[src/hw/opmode_pkg.sv]
// Constants for the reader operation and mode control registers.
// Assumes a 32-bit AHB-Lite register bus with word-aligned registers.
package opmode_pkg;
   // Register indexes; each register is one word, so the byte address is four times the index
   localparam logic [7:0] IDX_OPERATION_CONTROL  = 8'h02;
   localparam logic [7:0] IDX_MODE_DEFINITION    = 8'h03;
   localparam logic [7:0] ADDR_OPERATION_CONTROL = IDX_OPERATION_CONTROL << 2;
   localparam logic [7:0] ADDR_MODE_DEFINITION   = IDX_MODE_DEFINITION << 2;
   localparam logic [7:0] ADDR_EVENT_CONTROL     = 8'h10;
   localparam logic [7:0] ADDR_STATUS            = 8'h14;
   localparam int OPC_OSC_EN    = 7;
   localparam int OPC_RX_EN     = 6;
   localparam int OPC_RX_SINGLE = 5;
   localparam int OPC_RX_MANUAL = 4;
   localparam int OPC_TX_EN     = 3;
   localparam int OPC_WAKEUP    = 2;
   localparam int MODE_ROLE     = 7;
   localparam int MODE_PROTO_HI = 6;
   localparam int MODE_PROTO_LO = 3;
   localparam int MODE_AUTO_CA  = 0;
   localparam logic [7:0] OPC_USED_MASK  = 8'hfc;
   localparam logic [7:0] MODE_USED_MASK = 8'hf9;
   localparam logic [7:0] OPC_RESET      = 8'h00;
   localparam logic [7:0] MODE_RESET     = 8'h08;
   localparam logic [3:0] P_INI_P2P      = 4'h0;
   localparam logic [3:0] P_INI_14443A   = 4'h1;
   localparam logic [3:0] P_INI_14443B   = 4'h2;
   localparam logic [3:0] P_INI_PROP     = 4'h3;
   localparam logic [3:0] P_INI_T1T      = 4'h4;
   localparam logic [3:0] P_INI_SUBC     = 4'he;
   localparam logic [3:0] P_INI_BPSK     = 4'hf;
   localparam logic [3:0] P_TGT_RATE_DET = 4'h0;
   localparam logic [3:0] P_TGT_NORMAL   = 4'h1;
   typedef enum logic [3:0] {
      PROTO_NONE, PROTO_INI_P2P, PROTO_INI_14443A, PROTO_INI_14443B, PROTO_INI_PROP,
      PROTO_INI_T1T, PROTO_INI_SUBC, PROTO_INI_BPSK, PROTO_TGT_RATE_DET, PROTO_TGT_NORMAL
   } proto_e;
endpackage

[src/hw/opmode_if.sv]
// Register values and decoded mode passed between the register bank and its decoders.
// Assumes the opmode package is compiled first.
`timescale 1ns/100ps
`default_nettype none
interface opmode_if;
   import opmode_pkg::*;
   logic [7:0] mode_reg;
   proto_e     proto;
   logic       supported;
   modport bank (output mode_reg, input proto, input supported);
   modport dec  (input mode_reg, output proto, output supported);
endinterface
`default_nettype wire

[src/hw/reader_operation_mode_control.sv]
// Operation control and mode definition registers on an AHB-Lite slave.
// Assumes rst is the power-up reset; commands arrive as one-cycle pulses.
//
// Contract
// - Bit 7 of operation control turns oscillator and regulator on (ready) or off.
// - The receive path is active only while receive_enable is one.
// - Bit 5 zero runs both AM and PM channels; one runs one channel chosen by demod_path_choice.
// - With both channels on, bit 4 zero selects automatically, one follows demod_path_choice; here bit 4 one only clears channel_auto_select.
// - Bit 3 enables transmit; field-on sets it and a finished peer-to-peer transmit clears it.
// - Bit 2 places the device in wake-up mode governed by the wake-up timer settings.
// - Operation control resets to zero only at power-up, not on other reset commands.
// - Mode bit 7 picks initiator or target and bits 6..3 decode per role.
// - Initiator codes 0,1,2,3,4,e,f map to the seven initiator protocols.
// - Target code 1 is active peer-to-peer normal mode.
// - Target code 0 is active peer-to-peer with bit rate detection.
// - An unsupported role and code blocks all transmit and receive.
// - With mode bit 0 set, external field off starts response collision avoidance.
// - Mode register defaults (initiator, code 1, auto off) at power-up and set-default.
//
// Decided for this implementation: the AHB-Lite interface to the registers.
`timescale 1ns/100ps
`default_nettype none
module reader_operation_mode_control (
   // Clock and reset
   input  wire logic        clk_sys,
   input  wire logic        rst,
   // AHB-Lite slave
   input  wire logic        hsel,
   input  wire logic [7:0]  haddr,
   input  wire logic [1:0]  htrans,
   input  wire logic        hwrite,
   input  wire logic [2:0]  hsize,
   input  wire logic [31:0] hwdata,
   input  wire logic        hready,
   output logic      [31:0] hrdata,
   output logic             hreadyout,
   output logic             hresp,
   // Device commands and events
   input  wire logic        cmd_set_default,
   input  wire logic        cmd_field_on,
   input  wire logic        p2p_tx_done,
   input  wire logic        field_present,
   input  wire logic        demod_path_choice,
   // Controlled functions
   output logic             osc_reg_enable,
   output logic             rx_active,
   output logic             am_channel_on,
   output logic             pm_channel_on,
   output logic             channel_auto_select,
   output logic             tx_active,
   output logic             wakeup_mode,
   output logic             ca_start,
   output opmode_pkg::proto_e proto_sel
);
   import opmode_pkg::*;

   typedef struct packed {
      logic [7:0]  opc;
      logic [7:0]  mode;
      logic        wr_pend;
      logic [7:0]  wr_addr;
      logic [31:0] rdata;
      logic        osc;
      logic        rx;
      logic        am;
      logic        pm;
      logic        autosel;
      logic        tx;
      logic        wu;
   } bank_s;

   bank_s st_ff;
   bank_s nxt_st;
   logic  ca_pulse;
   opmode_if m ();

   function automatic logic [31:0] read_word(input logic [7:0] a, input logic [7:0] opc,
                                             input logic [7:0] mode, input logic ok);
      logic [31:0] r;
      r = 32'h0000_0000;
      case (a)
         ADDR_OPERATION_CONTROL: r = {24'h00_0000, opc & OPC_USED_MASK};
         ADDR_MODE_DEFINITION:   r = {24'h00_0000, mode & MODE_USED_MASK};
         ADDR_STATUS:            r = {31'h0000_0000, ok};
         default:                r = 32'h0000_0000;
      endcase
      return r;
   endfunction

   assign m.mode_reg = st_ff.mode;

   mode_decoder u_dec (
      .m (m)
   );

   ca_starter u_ca (
      .clk_sys       (clk_sys),
      .rst           (rst),
      .enable        (st_ff.mode[MODE_AUTO_CA]),
      .field_present (field_present),
      .start         (ca_pulse)
   );

   logic addr_phase;
   logic p2p_mode;
   assign addr_phase = hsel & hready & htrans[1];
   assign p2p_mode   = (m.proto == PROTO_INI_P2P) | (m.proto == PROTO_TGT_NORMAL)
                     | (m.proto == PROTO_TGT_RATE_DET);

   always_comb begin
      nxt_st = st_ff;
      if (addr_phase) begin
         nxt_st.wr_pend = hwrite;
         nxt_st.wr_addr = {haddr[7:2], 2'b00};
         nxt_st.rdata   = hwrite ? 32'h0000_0000
                                 : read_word({haddr[7:2], 2'b00}, st_ff.opc, st_ff.mode,
                                             m.supported);
      end else if (hready) begin
         nxt_st.wr_pend = 1'b0;
      end
      if (st_ff.wr_pend) begin
         case (st_ff.wr_addr)
            ADDR_OPERATION_CONTROL: nxt_st.opc = hwdata[7:0] & OPC_USED_MASK;
            ADDR_MODE_DEFINITION:   nxt_st.mode = hwdata[7:0] & MODE_USED_MASK;
            default: ;
         endcase
      end
      // Hardware events win over a software write in the same cycle
      if (cmd_field_on) begin
         nxt_st.opc[OPC_TX_EN] = 1'b1;
      end else if (p2p_tx_done && p2p_mode) begin
         nxt_st.opc[OPC_TX_EN] = 1'b0;
      end
      if (cmd_set_default) begin
         nxt_st.mode = MODE_RESET;
      end
      nxt_st.osc     = st_ff.opc[OPC_OSC_EN];
      nxt_st.rx      = st_ff.opc[OPC_RX_EN] & m.supported;
      nxt_st.am      = nxt_st.rx & (~st_ff.opc[OPC_RX_SINGLE] | ~demod_path_choice);
      nxt_st.pm      = nxt_st.rx & (~st_ff.opc[OPC_RX_SINGLE] | demod_path_choice);
      nxt_st.autosel = nxt_st.rx & ~st_ff.opc[OPC_RX_SINGLE]
                     & ~st_ff.opc[OPC_RX_MANUAL];
      nxt_st.tx      = st_ff.opc[OPC_TX_EN] & m.supported;
      nxt_st.wu      = st_ff.opc[OPC_WAKEUP];
   end

   always_ff @(posedge clk_sys or posedge rst) begin
      if (rst) begin
         st_ff      <= '0;
         st_ff.opc  <= OPC_RESET;
         st_ff.mode <= MODE_RESET;
      end else begin
         st_ff <= nxt_st;
      end
   end

   assign hrdata              = st_ff.rdata;
   assign hreadyout           = 1'b1;
   assign hresp               = 1'b0;
   assign osc_reg_enable      = st_ff.osc;
   assign rx_active           = st_ff.rx;
   assign am_channel_on       = st_ff.am;
   assign pm_channel_on       = st_ff.pm;
   assign channel_auto_select = st_ff.autosel;
   assign tx_active           = st_ff.tx;
   assign wakeup_mode         = st_ff.wu;
   assign ca_start            = ca_pulse;
   assign proto_sel           = m.proto;
endmodule
`default_nettype wire

[src/hw/mode_decoder.sv]
// Decodes the role and protocol field of the mode register.
// Assumes the register bank drives mode_reg from flip-flops.
`timescale 1ns/100ps
`default_nettype none
module mode_decoder (
   // Mode register and decode
   opmode_if.dec m
);
   import opmode_pkg::*;
   always_comb begin
      m.proto = PROTO_NONE;
      if (!m.mode_reg[MODE_ROLE]) begin
         case (m.mode_reg[MODE_PROTO_HI:MODE_PROTO_LO])
            P_INI_P2P:    m.proto = PROTO_INI_P2P;
            P_INI_14443A: m.proto = PROTO_INI_14443A;
            P_INI_14443B: m.proto = PROTO_INI_14443B;
            P_INI_PROP:   m.proto = PROTO_INI_PROP;
            P_INI_T1T:    m.proto = PROTO_INI_T1T;
            P_INI_SUBC:   m.proto = PROTO_INI_SUBC;
            P_INI_BPSK:   m.proto = PROTO_INI_BPSK;
            default:      m.proto = PROTO_NONE;
         endcase
      end else begin
         case (m.mode_reg[MODE_PROTO_HI:MODE_PROTO_LO])
            P_TGT_RATE_DET: m.proto = PROTO_TGT_RATE_DET;
            P_TGT_NORMAL:   m.proto = PROTO_TGT_NORMAL;
            default:        m.proto = PROTO_NONE;
         endcase
      end
      m.supported = (m.proto != PROTO_NONE);
   end
endmodule
`default_nettype wire

[src/hw/ca_starter.sv]
// Starts response collision avoidance on a falling external field.
// Assumes field_present is synchronous to clk_sys.
`timescale 1ns/100ps
`default_nettype none
module ca_starter (
   // Clock and reset
   input  wire logic clk_sys,
   input  wire logic rst,
   // Control
   input  wire logic enable,
   input  wire logic field_present,
   output logic      start
);
   typedef struct packed {
      logic field_d;
      logic start;
   } ca_s;
   ca_s st_ff;
   ca_s nxt_st;
   always_comb begin
      nxt_st = st_ff;
      nxt_st.field_d = field_present;
      nxt_st.start = enable & st_ff.field_d & ~field_present;
   end
   always_ff @(posedge clk_sys or posedge rst) begin
      if (rst) begin
         st_ff <= '0;
      end else begin
         st_ff <= nxt_st;
      end
   end
   assign start = st_ff.start;
endmodule
`default_nettype wire

[config.mk]
export PLATFORM = sky130hd
export DESIGN_NAME = reader_operation_mode_control
export DESIGN_NICKNAME = d
export VERILOG_FILES = /design/src/hw/opmode_pkg.sv /design/src/hw/opmode_if.sv /design/src/hw/reader_operation_mode_control.sv /design/src/hw/mode_decoder.sv /design/src/hw/ca_starter.sv
export SDC_FILE = /design/constraint.sdc
export NUM_CORES = 1
export LEC_CHECK = 0
export BUFFER_PORTS_ARGS = -buffer_cell sky130_fd_sc_hd__buf_2
export CAP_MARGIN = 20
export CORE_ASPECT_RATIO = 2
export CORE_MARGIN = 2
export CORE_UTILIZATION = 41
export DETAILED_ROUTE_END_ITERATION = 7
export PLACE_DENSITY_LB_ADDON = 0.3
export SLEW_MARGIN = 40
export SYNTH_ARGS = -nofsm -noshare
export SYNTH_HDL_FRONTEND = slang
export SYNTH_SLANG_ARGS = --single-unit
[constraint.sdc]
create_clock -name clk_sys -period 1.6 [get_ports clk_sys]
set_input_delay 0.08 -clock clk_sys [delete_from_list [all_inputs] [get_ports clk_sys]]
set_output_delay 0.08 -clock clk_sys [all_outputs]
set_load 0.05 [all_outputs]
==> summary by stage, run 1 <==
Cells and area
The fraction of final layout cells sized beyond drive strength 1 is 0.3277. The layout overhead on the synthesized area is 16.61%. The number of cells in the finished layout apart from fillers is around 290. The number of flip-flops in the largest register is 11.

The final net count is roughly 300. Fill cells in the final layout number 448. The number of antenna diodes in the final layout is 0.

Flow run
The count of max-cap constraint violations is 0.

Floorplan
The die covers ~5300 um2. After floorplanning, the core was divided into 35 placement rows. The overall die width is ~52 um. The region available for standard cell placement spans between 4000 and 5000 um2. For this configuration, the core starts out at a cell density of 0.4234.

In this run the count of I/O pins placed on the die edge is 101. From bottom edge to top edge, the die measures about 100 um.

Clocking
At the later pin of the worst-skew pair, clock insertion delay measures around 0.29 ns. Clock-pin slew was measured on the worst setup and hold paths at around 0.070 ns. In this run the number of H-tree levels came out at 2. The TritonCTS clock tree is done. The buffer levels on the longest clock path is 2. The tree is rooted in a sky130_fd_sc_hd__clkbuf_8.

The number of buffers created by CTS is 5. Counting every sink on the clock net gives 35.

Placement
After legalization and detailed placement, the total HPWL measured 2.903 mm. The worst slack at placement is -0.004178 ns. Routability-driven placement finished with a final weighted congestion of roughly 0.89. After detailed placement, the design holds a cell count of approximately 280. The number of buffer cells added on primary ports is 42.

STA
The number of max-slew violations in the final report is 0. Setup repair after global routing could not meet its margin everywhere. The clock period minus worst slack is approximately 1.6 ns. The setup slack of the critical path after layout is ~0.034 ns.

Setup violations remaining at the end of the flow were counted as 0. The maximum achievable frequency is about 640 MHz. The minimum hold slack is about 0.016 ns. The clock skew is about 0.0072 ns.

The final count of hold timing violations was 0. The fraction of the cycle the final worst path needs is 0.9786.

Worst hold path
The hold path startpoint is haddr[7]. The min-delay analysis places its worst path in the category in2reg.

Synth
The warning count from the yosys run is 0. The commonest cells after synthesis are sky130_fd_sc_hd__buf_4, sky130_fd_sc_hd__dfrtp_1, sky130_fd_sc_hd__nand2_1. The share of the synthesized area in the top cell type is 0.4413. Counting flops and latches in the post-synthesis netlist gives 35. The average cell area after synthesis is 9.990 um2. For this run, the register share of the synthesized area comes to 0.4549. The synthesized design spends more area on one cell type than any other, namely sky130_fd_sc_hd__dfrtp_1. In this run the cell area of the synthesized design comes to 1928 um2. Among all flip-flop cells after synthesis, the most frequent one is sky130_fd_sc_hd__dfrtp_1. In the post-synthesis netlist, the biggest area contributors are sky130_fd_sc_hd__dfrtp_1, sky130_fd_sc_hd__buf_4, sky130_fd_sc_hd__nand2_1. The synthesized design contains 0 enable-type register cells.

The fraction of registers with async set/reset is 1.000. The number of distinct library cells after synthesis is 44. The number of cells produced by synthesis is 193.

Worst setup path
Traced cell by cell, the critical path runs through buf_4, a211oi_1, a31oi_1, o22ai_2, buf_6. The stage delay of the slowest cell on the critical path is roughly 0.41 ns. The worst endpoint required time is approximately 1.5 ns. The worst setup path is launched from a register. STA classifies the critical path endpoint as an output port.

The startpoint of the worst-slack reg-to-reg timing path is st_ff[44]$_DFFE_PP0P_. The data arrival time of the worst path is around 1.5 ns. The origin of the worst setup path is m.mode_reg[4]$_DFFE_PP0P_. The highest net fanout along the worst path is 6. The slowest stage of the critical path belongs to the cell sky130_fd_sc_hd__dfrtp_1.

The worst setup path is of the reg2out kind.

Drt
The mean number of vias per cell is between 4 and 5. The first-pass detailed-route iteration total is 5. The initial detailed-routing violation count is 25. The residual antenna-violating net count after detailed routing is 0.

The number of remaining DRC errors is 0. The detailed-route via count is between 1k and 1.5k. Wires add up to slightly below 4 mm.

The detail-routed net length per standard cell is between 10 and 15 um.

Global routing
The largest net degree at the start of global routing is 36. The wire length of the first global-routing pass is around 6.4 mm. The number of global-route vias before repair is roughly 1.4k. The overall routing resource usage is 0.1630. The total grt overflow is 0. The number of antenna violations at the first check in global routing came to 0.

Power
Across the VDD grid, the largest voltage drop is ~0.0008 V. The cell leakage power is between 0.001 and 0.0015 uW. The power density over cell area is just over 1000 nW/um2.

After layout, the design draws a total of 2279 uW.

Run status
The flow ran to the end, and the final reports show no timing, DRC or antenna violations.
routing by layer:
layer | wire length (um) | share of wire | vias to the layer above | track usage
met5 | 0 | 0 | - | 0
met3 | 226 | 0.059 | 9 | 0.03412
met1 | 1401 | 0.36 | 669 | 0.1771
met2 | 2094 | 0.54 | 60 | 0.2837
met4 | 131 | 0.034 | 0 | 0.08679
li1 | - | - | 706 | -
power by group:
group | switching, uW | leakage (uW) | internal, uW
clock | 315 | 0.0000477 | 297
sequential | 72.6 | 0.000439 | 987
combinational | 446 | 0.000620 | 161
total | 833 | 0.00111 | 1450
worst paths after layout:
| path | to | slack, ns | depth (start not counted) |
|---|---|---|---|
| min | st_ff[46]$_DFFE_PP0P_ | 0.02 | 3 |
| max in group asynchronous | m.mode_reg[3]$_DFFE_PP1P_ | 0.83 | 4 |
| min in group asynchronous | st_ff[47]$_DFFE_PP0P_ | 0.42 | 4 |
| max | proto_sel[0] | 0.03 | 5 |
| max reg2reg | m.mode_reg[5]$_DFFE_PP0P_ | 0.07 | 3 |
| min reg2reg | wakeup_mode$_DFF_PP0_ | 0.40 | 0 |
stage by stage:
stage                     setup TNS (ns)  area (um2)  utilization
after CTS                              0        2232       0.4901
after detailed placement       -0.004178        2081       0.4569
final                                  0        2248       0.4937
after global routing            -0.02874        2248       0.4937
after floorplan                        0        2036            -
after global placement                 0        2081       0.4569
worst max-delay path, delay by kind of cell, from the launching register on:
family                 cells  cell delay (ns)
AO/OA/AOI/OAI              3             0.44
buffers and inverters      2             0.35
flip-flops                 1             0.41
logic make-up (layout without fill, tap and decap cells):
| kind of cell | count (synthesis) | in the layout | synth area share |
|---|---|---|---|
| flops | 35 | 35 | 0.4549 |
| mux | 10 | 10 | 0.06489 |
| compound gates | 31 | 31 | 0.1116 |
| other cells | 2 | 27 | 0.003895 |
| xor+xnor | 1 | 1 | 0.004543 |
| buf+inv | 49 | 69 | 0.1622 |
| simple gates | 65 | 65 | 0.1979 |
cells in the final DEF (no fill, tap or decap), types with 4 or more instances in the layout:
cell type	netlist	routed
sky130_fd_sc_hd__conb_1	2	27
sky130_fd_sc_hd__o31ai_1	10	10
sky130_fd_sc_hd__inv_1	4	4
sky130_fd_sc_hd__nand4_1	7	7
sky130_fd_sc_hd__buf_2	1	39
sky130_fd_sc_hd__o21ai_1	3	4
sky130_fd_sc_hd__a21oi_1	7	5
sky130_fd_sc_hd__nand2_1	28	28
sky130_fd_sc_hd__dfrtp_1	34	33
sky130_fd_sc_hd__nor2b_1	4	4
sky130_fd_sc_hd__mux2_4	5	5
sky130_fd_sc_hd__dlygate4sd3_1	0	4
sky130_fd_sc_hd__nor2_1	5	5
sky130_fd_sc_hd__clkbuf_8	0	5
sky130_fd_sc_hd__buf_4	34	10
sky130_fd_sc_hd__mux2i_1	5	5
area by class of cell:
cell class	instances	area (um2)	share of cell area
clock buffers	5	68.82	0.03061
clock inverters	3	15.01	0.006678
inverters	5	18.77	0.008347
multi-input cells	134	854.6	0.3801
flip-flops and latches	35	878.3	0.3907
well taps	55	68.82	0.03061
repair buffers	56	344.1	0.1530
what timing repair did:
item                                    in CTS  in global routing
resized for setup                            7                  3
hold buffers                                 4                  0
cloned                                       0                  0
buffers inserted                             1                  1
hold endpoints to repair                    38                  0
endpoints found under the setup margin       6                  4
Power figures use the tool's default switching activity.
==> run 2, diff against run 1 <==
- RECOVER_POWER: default -> 25
==> run 2 against run 1 <==
  * Via count unchanged
  * Clock skew about the same
  * Final area down 0.11%
  * Wire length about the same
  * Non-clock buffer count unchanged
  * Register-to-register slack about the same
  * Clock-buffer cell count unchanged
  * First-iteration DRC count unchanged
  * Cell count unchanged
  * Core utilization down 0.055 points
==> summary by stage, run 2 (synthesis gave the netlist of run 1 again) <==
Worst setup path
In this run the critical register-to-register path is captured at m.mode_reg[5]$_DFFE_PP0P_. The worst setup path is launched from a register. At the worst endpoint, the required time is 1.52 ns.

The register-to-register setup slack is 0.07 ns. The path type of the worst setup path is reg2out. The data arrival time of the worst path is 1.49 ns. The startpoint of the worst-slack reg-to-reg timing path is st_ff[44]$_DFFE_PP0P_.

Of all nets on the critical path, the largest fanout is 6. Counting cells, the worst reg-to-reg path comes to 3. The type of element capturing the critical path is an output port.

Worst hold path
The path class of the lowest-slack min-delay path is in2reg. The hold path depth is 3. The hold path startpoint is haddr[7]. The worst hold path terminates at st_ff[46]$_DFFE_PP0P_.

STA
The final count of hold timing violations is 0. Setup repair after global routing could not meet its margin everywhere. The total negative slack for setup checks is 0 ns. The clock period could shrink to between 1.5 and 2 ns. The transition time at the pin with the least slew margin is approximately 0.85 ns.

The clock skew is about 0.0072 ns. The maximum achievable frequency is approximately 640 MHz. The worst pin sits at a relative slew slack of 0.4334. The count of endpoints failing setup in the final report is 0. Of the available clock period, the critical path in the final layout requires 0.9786. The minimum hold slack is 0.01573 ns. The number of max-slew violations in the final report was 0.

Drt
The mean number of vias per cell is approximately 5. Wires add up to 3.850 mm. The initial detailed-routing violation count is 25. Once detail routing completed, the nets flagged for antenna violations numbered 0.

The detail-routed net length per standard cell is between 10 and 15 um. The detailed-route via count is about 1.4k. In the routed design, unresolved DRC markers number 0. The first-pass detailed-route iteration total is 5.

Floorplan
The I/O pin count is 101. The die covers roughly 5300 um2. The number of standard-cell rows in the floorplan is 35.

The height of the die is between 100 and 150 um. The initial standard-cell utilization of the core is 0.4234. The area of the placeable core is about 4600 um2. The overall die width is approximately 52 um.

Clocking
The number of buffers created by CTS is 5. The clock network latency to the later pin of the worst-skew pair is about 0.29 ns. The buffer levels on the longest clock path is 2. The clock sink total is 35. The clock transition time at the flip-flop clock pins of the worst setup and hold paths is 0.07 ns.

The number of levels in the clock H-tree is 2. The TritonCTS clock tree is done. The tree is rooted in a sky130_fd_sc_hd__clkbuf_8.

Cells and area
The most common cell after layout, fill and taps aside is sky130_fd_sc_hd__buf_2. The utilization after layout is 0.4931. In the final design database the tool counted between 200 and 300 nets. After filler insertion, the fill cell instance count of the layout stands at roughly 450. Leaving out fill and tap cells, the most frequent cells in the layout are sky130_fd_sc_hd__buf_2, sky130_fd_sc_hd__dfrtp_1, sky130_fd_sc_hd__nand2_1.

The number of flip-flops in the largest register is 11. Of the cells placed in the final design, the portion with a size suffix greater than 1 is 0.3277. The antenna diode instance count is 0. The layout overhead on the synthesized area is 16.48%.

Global routing
The number of antenna violations at the first check in global routing was 0. The number of global-route vias before repair is ~1.4k. The largest net degree at the start of global routing is 36. Summed over all layers, the global routing overflow is 0. For this run, the total global-route usage over all layers was measured as 0.1630.

The wire length of the first global-routing pass is between 6 and 7 mm.

Power
The highest ir drop seen on vdd is between 0.0007 and 0.0008 V. Dividing total power by cell area gives a power density of a little over 1000 nW/um2. The cell leakage power is 0.001106 uW. The power after layout is 2278 uW.

Flow run
The tool flagged a number of max-cap violations equal to 0.

Run status
The run finished with clean final reports.

Placement
The routability-driven placement congestion ratio is 0.8864. Detailed placement ended at an HPWL of approximately 2.9 mm. The number of buffer cells added on primary ports is 42.
## run 2: cell count changes in the layout (fill, tap and decap cells not counted)
| cell | previous run | this run |
|---|---|---|
| sky130_fd_sc_hd__buf_4 | 10 | 9 |
| sky130_fd_sc_hd__clkbuf_2 | 0 | 1 |
## run 2: worst max path at each step
stage          slack, ns                      start                         to
5_1_grt            -0.01  m.mode_reg[4]$_DFFE_PP0P_               proto_sel[0]
3_5_place_dp      -0.004      st_ff[44]$_DFFE_PP0P_  m.mode_reg[4]$_DFFE_PP0P_
6_report            0.03  m.mode_reg[4]$_DFFE_PP0P_               proto_sel[0]
3_3_place_gp        0.01      st_ff[44]$_DFFE_PP0P_  m.mode_reg[4]$_DFFE_PP0P_
4_1_cts             0.01  m.mode_reg[4]$_DFFE_PP0P_               proto_sel[0]
2_1_floorplan       0.06  m.mode_reg[3]$_DFFE_PP1P_               proto_sel[1]
## run 2: what timing repair did
item	in CTS	in global routing
pin swaps	0	0
hold buffers	4	0
endpoints found under the hold margin	38	0
endpoints found under the setup margin	6	4
buffers inserted	1	1
resized for setup	7	3
## run 2: power by group
part | internal, uW | total, uW | switching [uW]
Combinational | 160 | 606 | 446
Sequential | 987 | 1060 | 72.6
Clock | 297 | 612 | 315
## run 2: layout make-up
| type | count | area, um2 | share of cell area |
|---|---|---|---|
| Tap cell | 55 | 68.82 | 0.03064 |
| Clock inverter | 3 | 15.01 | 0.006685 |
| Multi-Input combinational cell | 134 | 854.6 | 0.3805 |
| Sequential cell | 35 | 878.3 | 0.3911 |
| Clock buffer | 5 | 68.82 | 0.03064 |
| Inverter | 5 | 18.77 | 0.008357 |
| Timing Repair Buffer | 56 | 341.6 | 0.1521 |
## run 2: layer usage
layer / global-route usage / part of all wire / wire, um
met1: 0.1771 / 0.36 / 1398
met2: 0.2837 / 0.54 / 2094
met3: 0.03412 / 0.059 / 226
met4: 0.08679 / 0.034 / 131
met5: 0 / 0 / 0
## run 2: worst max-delay path, stage by stage (launching register included)
cell	delay [ns]
sky130_fd_sc_hd__dfrtp_1	0.41
sky130_fd_sc_hd__buf_4	0.17
sky130_fd_sc_hd__a211oi_1	0.20
sky130_fd_sc_hd__a31oi_1	0.08
sky130_fd_sc_hd__o22ai_2	0.16
sky130_fd_sc_hd__buf_6	0.18
## run 2: per-stage QoR
stage	instances	area [um2]	setup slack [ns]
after floorplan	218	2036	0.05691
after global placement	279	2081	0.01010
after detailed placement	279	2081	-0.004178
after CTS	292	2232	0.01051
after global routing	293	2246	-0.01375
final	293	2246	0.03423
==> run 3, diff against run 2 <==
- CORE_UTILIZATION: 41 -> 40
- HOLD_SLACK_MARGIN: default -> 0.15
==> run 3 against run 2 <==
  * Clock skew is 0.0022 ns lower
  * Critical path depth is 1 higher
  * Sequential cell count stayed put
  * Sequential share of layout area is 3.3 points lower
  * Sequential power hardly changed
  * Die area is 2.4% higher
  * Clock power is 3% higher
  * First-iteration DRC count is 40% lower
  * Non-clock buffer count is 18 higher
  * Final area is 9.4% higher
  * Wire length is 8.3% higher
==> summary by stage, run 3 (synthesis gave the netlist of run 1 again) <==
Run status
The flow ran to the end, and the final reports show no timing, DRC or antenna violations.

Power
The highest ir drop seen on vdd is approximately 0.00070 V. The sequential group share of total power is 0.455. The fraction of power consumed by combinational cells is 0.276. The share of total power consumed by net switching is 0.3521. The net switching power of the design is 822.5 uW. In this run the power density over the cells is 951.1 nW/um2. The internal power of the cells totals roughly 1500 uW.

Summed over all cells, the static leakage comes to ~0.0012 uW. The portion of total power attributed to the clock network is 0.269.

Drt
The final layout contains routed wiring with a total length of between 4 and 5 mm. In the routed layout, each cell is associated on average with a via count of a little under 5. The detailed router finished its first iteration with 15 violations. In this run the remaining antenna-violating nets after routing total 0. In the routed design, unresolved DRC markers number 0. The pre-antenna-repair detailed-routing pass consisted of 4 iterations. The detail-routed net length per standard cell is approximately 13 um. The routed layout has 1,541 vias.

STA
The final count of hold timing violations was 0. Dividing the final minimum period by the clock period gives 0.9692. The maximum achievable frequency is roughly 640 MHz.

The clock period minus worst slack is between 1.5 and 2 ns. The clock skew is around 0.005 ns. In this run the tightest slew margin relative to its limit is 0.4344. For the final routed database, the setup TNS stands at 0 ns. Setup violations remaining at the end of the flow were counted as 0. The number of max-slew violations in the final report is 0. At the pin with the least slew margin, the transition time is around 0.85 ns.

Clocking
The H-tree generated during clock tree synthesis spans 2 levels. The clock sink total is 35. The clock transition time at the flip-flop clock pins of the worst setup and hold paths is ~0.070 ns. The root buffer cell is sky130_fd_sc_hd__clkbuf_8. The buffer levels on the longest clock path is 2.

The TritonCTS clock tree is done. The number of buffers created by CTS is 5. At the later pin of the worst-skew pair, clock insertion delay measures roughly 0.28 ns.

Global routing
The largest net degree at the start of global routing is 36. The first global-routing pass estimated approximately 6.7 mm of wire. The number of antenna violations at the first check in global routing is 0. For this run, the total global-route usage over all layers was measured as 0.1720. The number of global-route vias before repair is between 1k and 1.5k. Global routing finished with a remaining overflow of 0.

Placement
At the end of routability-driven placement, the weighted congestion stood at approximately 0.85. In this run, placement finished with an instance count of approximately 280. During placement, the flow inserted port buffers numbering 42.

The detailed-placement wirelength estimate is approximately 3 mm.

Worst setup path
In this run the worst setup path terminates at st_ff[47]$_DFFE_PP0P_. Walking the worst path, the cells encountered are dlygate4sd3_1, buf_2, and3_2, nand2_1, o21ai_1, dlygate4sd3_1. The worst reg2reg path endpoint is m.mode_reg[5]$_DFFE_PP0P_.

STA classifies the critical path endpoint as a register. The worst-case reg-to-reg path depth is 3. STA classifies the critical path startpoint as an input pin. The path type of the worst setup path is in2reg.

STA puts the critical path data arrival time at between 1.5 and 2 ns. The cell with the largest stage delay on the worst path is sky130_fd_sc_hd__dlygate4sd3_1. The stage delay of the slowest cell on the critical path is 0.56 ns.

Among cell families on the critical path, the largest total delay comes from buffers and inverters. The critical path runs through a total of 6 cells. The worst register-to-register path begins at st_ff[44]$_DFFE_PP0P_. The register-to-register setup slack is 0.10 ns. The buffers plus inverters on the worst setup path is 3.

The origin of the worst setup path is hready. In this run the worst path has a maximum fanout of 10. Data on the critical path is required at its endpoint by ~1.8 ns. The most numerous cell on the critical path is sky130_fd_sc_hd__dlygate4sd3_1.

Floorplan
The overall die width is roughly 53 um. The die covers about 5400 um2. From bottom edge to top edge, the die measures approximately 100 um. The initial standard-cell utilization of the core is 0.4154. The area of the placeable core is between 4000 and 5000 um2. The I/O pin count is 101. After floorplanning, the core was divided into 35 placement rows.

Cells and area
The number of cells in the finished layout apart from fillers is 310. Leaving out fill and tap cells, the most frequent cells in the layout are sky130_fd_sc_hd__buf_2, sky130_fd_sc_hd__dfrtp_1, sky130_fd_sc_hd__nand2_1. The most common cell after layout, fill and taps aside is sky130_fd_sc_hd__buf_2.

The antenna diode instance count is 0. The area growth from synthesis to layout is 27.39%. The final net count is a little over 300. In the final layout, the share of cells above drive strength 1 is 0.3255.

The register with the most flip-flops in the layout has 11 of them.

Flow run
The count of max-cap constraint violations is 0.

Worst hold path
In this run the worst hold path is classified as in2reg.
run 3: worst reg2reg max path, delay by kind of cell (launching register included):
kind,cells,cell delay [ns]
compound gates,2,0.33
simple gates,1,0.62
flops,1,0.43
run 3: how the worst min path moves through the flow:
| stage | cells after the start | start | end | slack (ns) |
|---|---|---|---|---|
| 5_1_grt | 3 | p2p_tx_done | st_ff[59]$_DFFE_PP0P_ | 0.16 |
| 3_3_place_gp | 3 | rst | st_ff[44]$_DFFE_PP0P_ | 0.20 |
| 4_1_cts | 3 | p2p_tx_done | st_ff[59]$_DFFE_PP0P_ | 0.15 |
| 3_5_place_dp | 3 | rst | st_ff[44]$_DFFE_PP0P_ | 0.20 |
| 2_1_floorplan | 0 | field_present | u_ca.st_ff[1]$_DFF_PP0_ | 0.11 |
| 6_report | 3 | p2p_tx_done | st_ff[59]$_DFFE_PP0P_ | 0.15 |
run 3: power by group through the flow:
| stage | clock, uW | combinational, uW | sequential, uW |
|---|---|---|---|
| final | 628 | 644 | 1060 |
| after global routing | 690 | 686 | 1080 |
| after CTS | 656 | 642 | 1060 |
| after detailed placement | 0 | 601 | 1080 |
| after global placement | 0 | 594 | 1070 |
| after floorplan | 0 | 387 | 1200 |
run 3: stage by stage:
stage	power (uW)	setup slack, ns	area, um2	hold WS (ns)	util
2_1_floorplan	1591	0.05691	2036	0.1114	-
3_3_place_gp	1666	-0.001462	2073	0.1979	0.4466
3_5_place_dp	1679	-0.01101	2073	0.2018	0.4466
4_1_cts	2361	0.02484	2399	0.1508	0.5167
5_1_grt	2455	-0.008969	2456	0.1589	0.5291
6_report	2336	0.04932	2456	0.1478	0.5291
run 3: timing repair:
| action | in CTS | in global routing |
|---|---|---|
| hold buffers | 21 | 0 |
| gates cloned | 0 | 0 |
| endpoints found under the setup margin | 6 | 10 |
| pin swaps | 0 | 4 |
| resized for setup | 6 | 11 |
| setup buffers | 1 | 3 |
| endpoints found under the hold margin | 58 | 0 |
run 3: cell type report:
cell class | instances | area [um2]
fill | 438 | 2186
multi-input combinational | 134 | 879.6
sequential | 35 | 879.6
tap | 55 | 68.82
inverter | 5 | 18.77
timing repair buffer | 74 | 521.8
clock inverter | 1 | 5.005
clock buffer | 6 | 82.58
run 3: metal layers:
layer,up-vias,share of wire,GRT usage
met1,742,0.35,0.1740
li1,731,-,-
met3,12,0.046,0.03509
met4,0,0.035,0.1006
met2,56,0.56,0.3106
met5,-,0,0
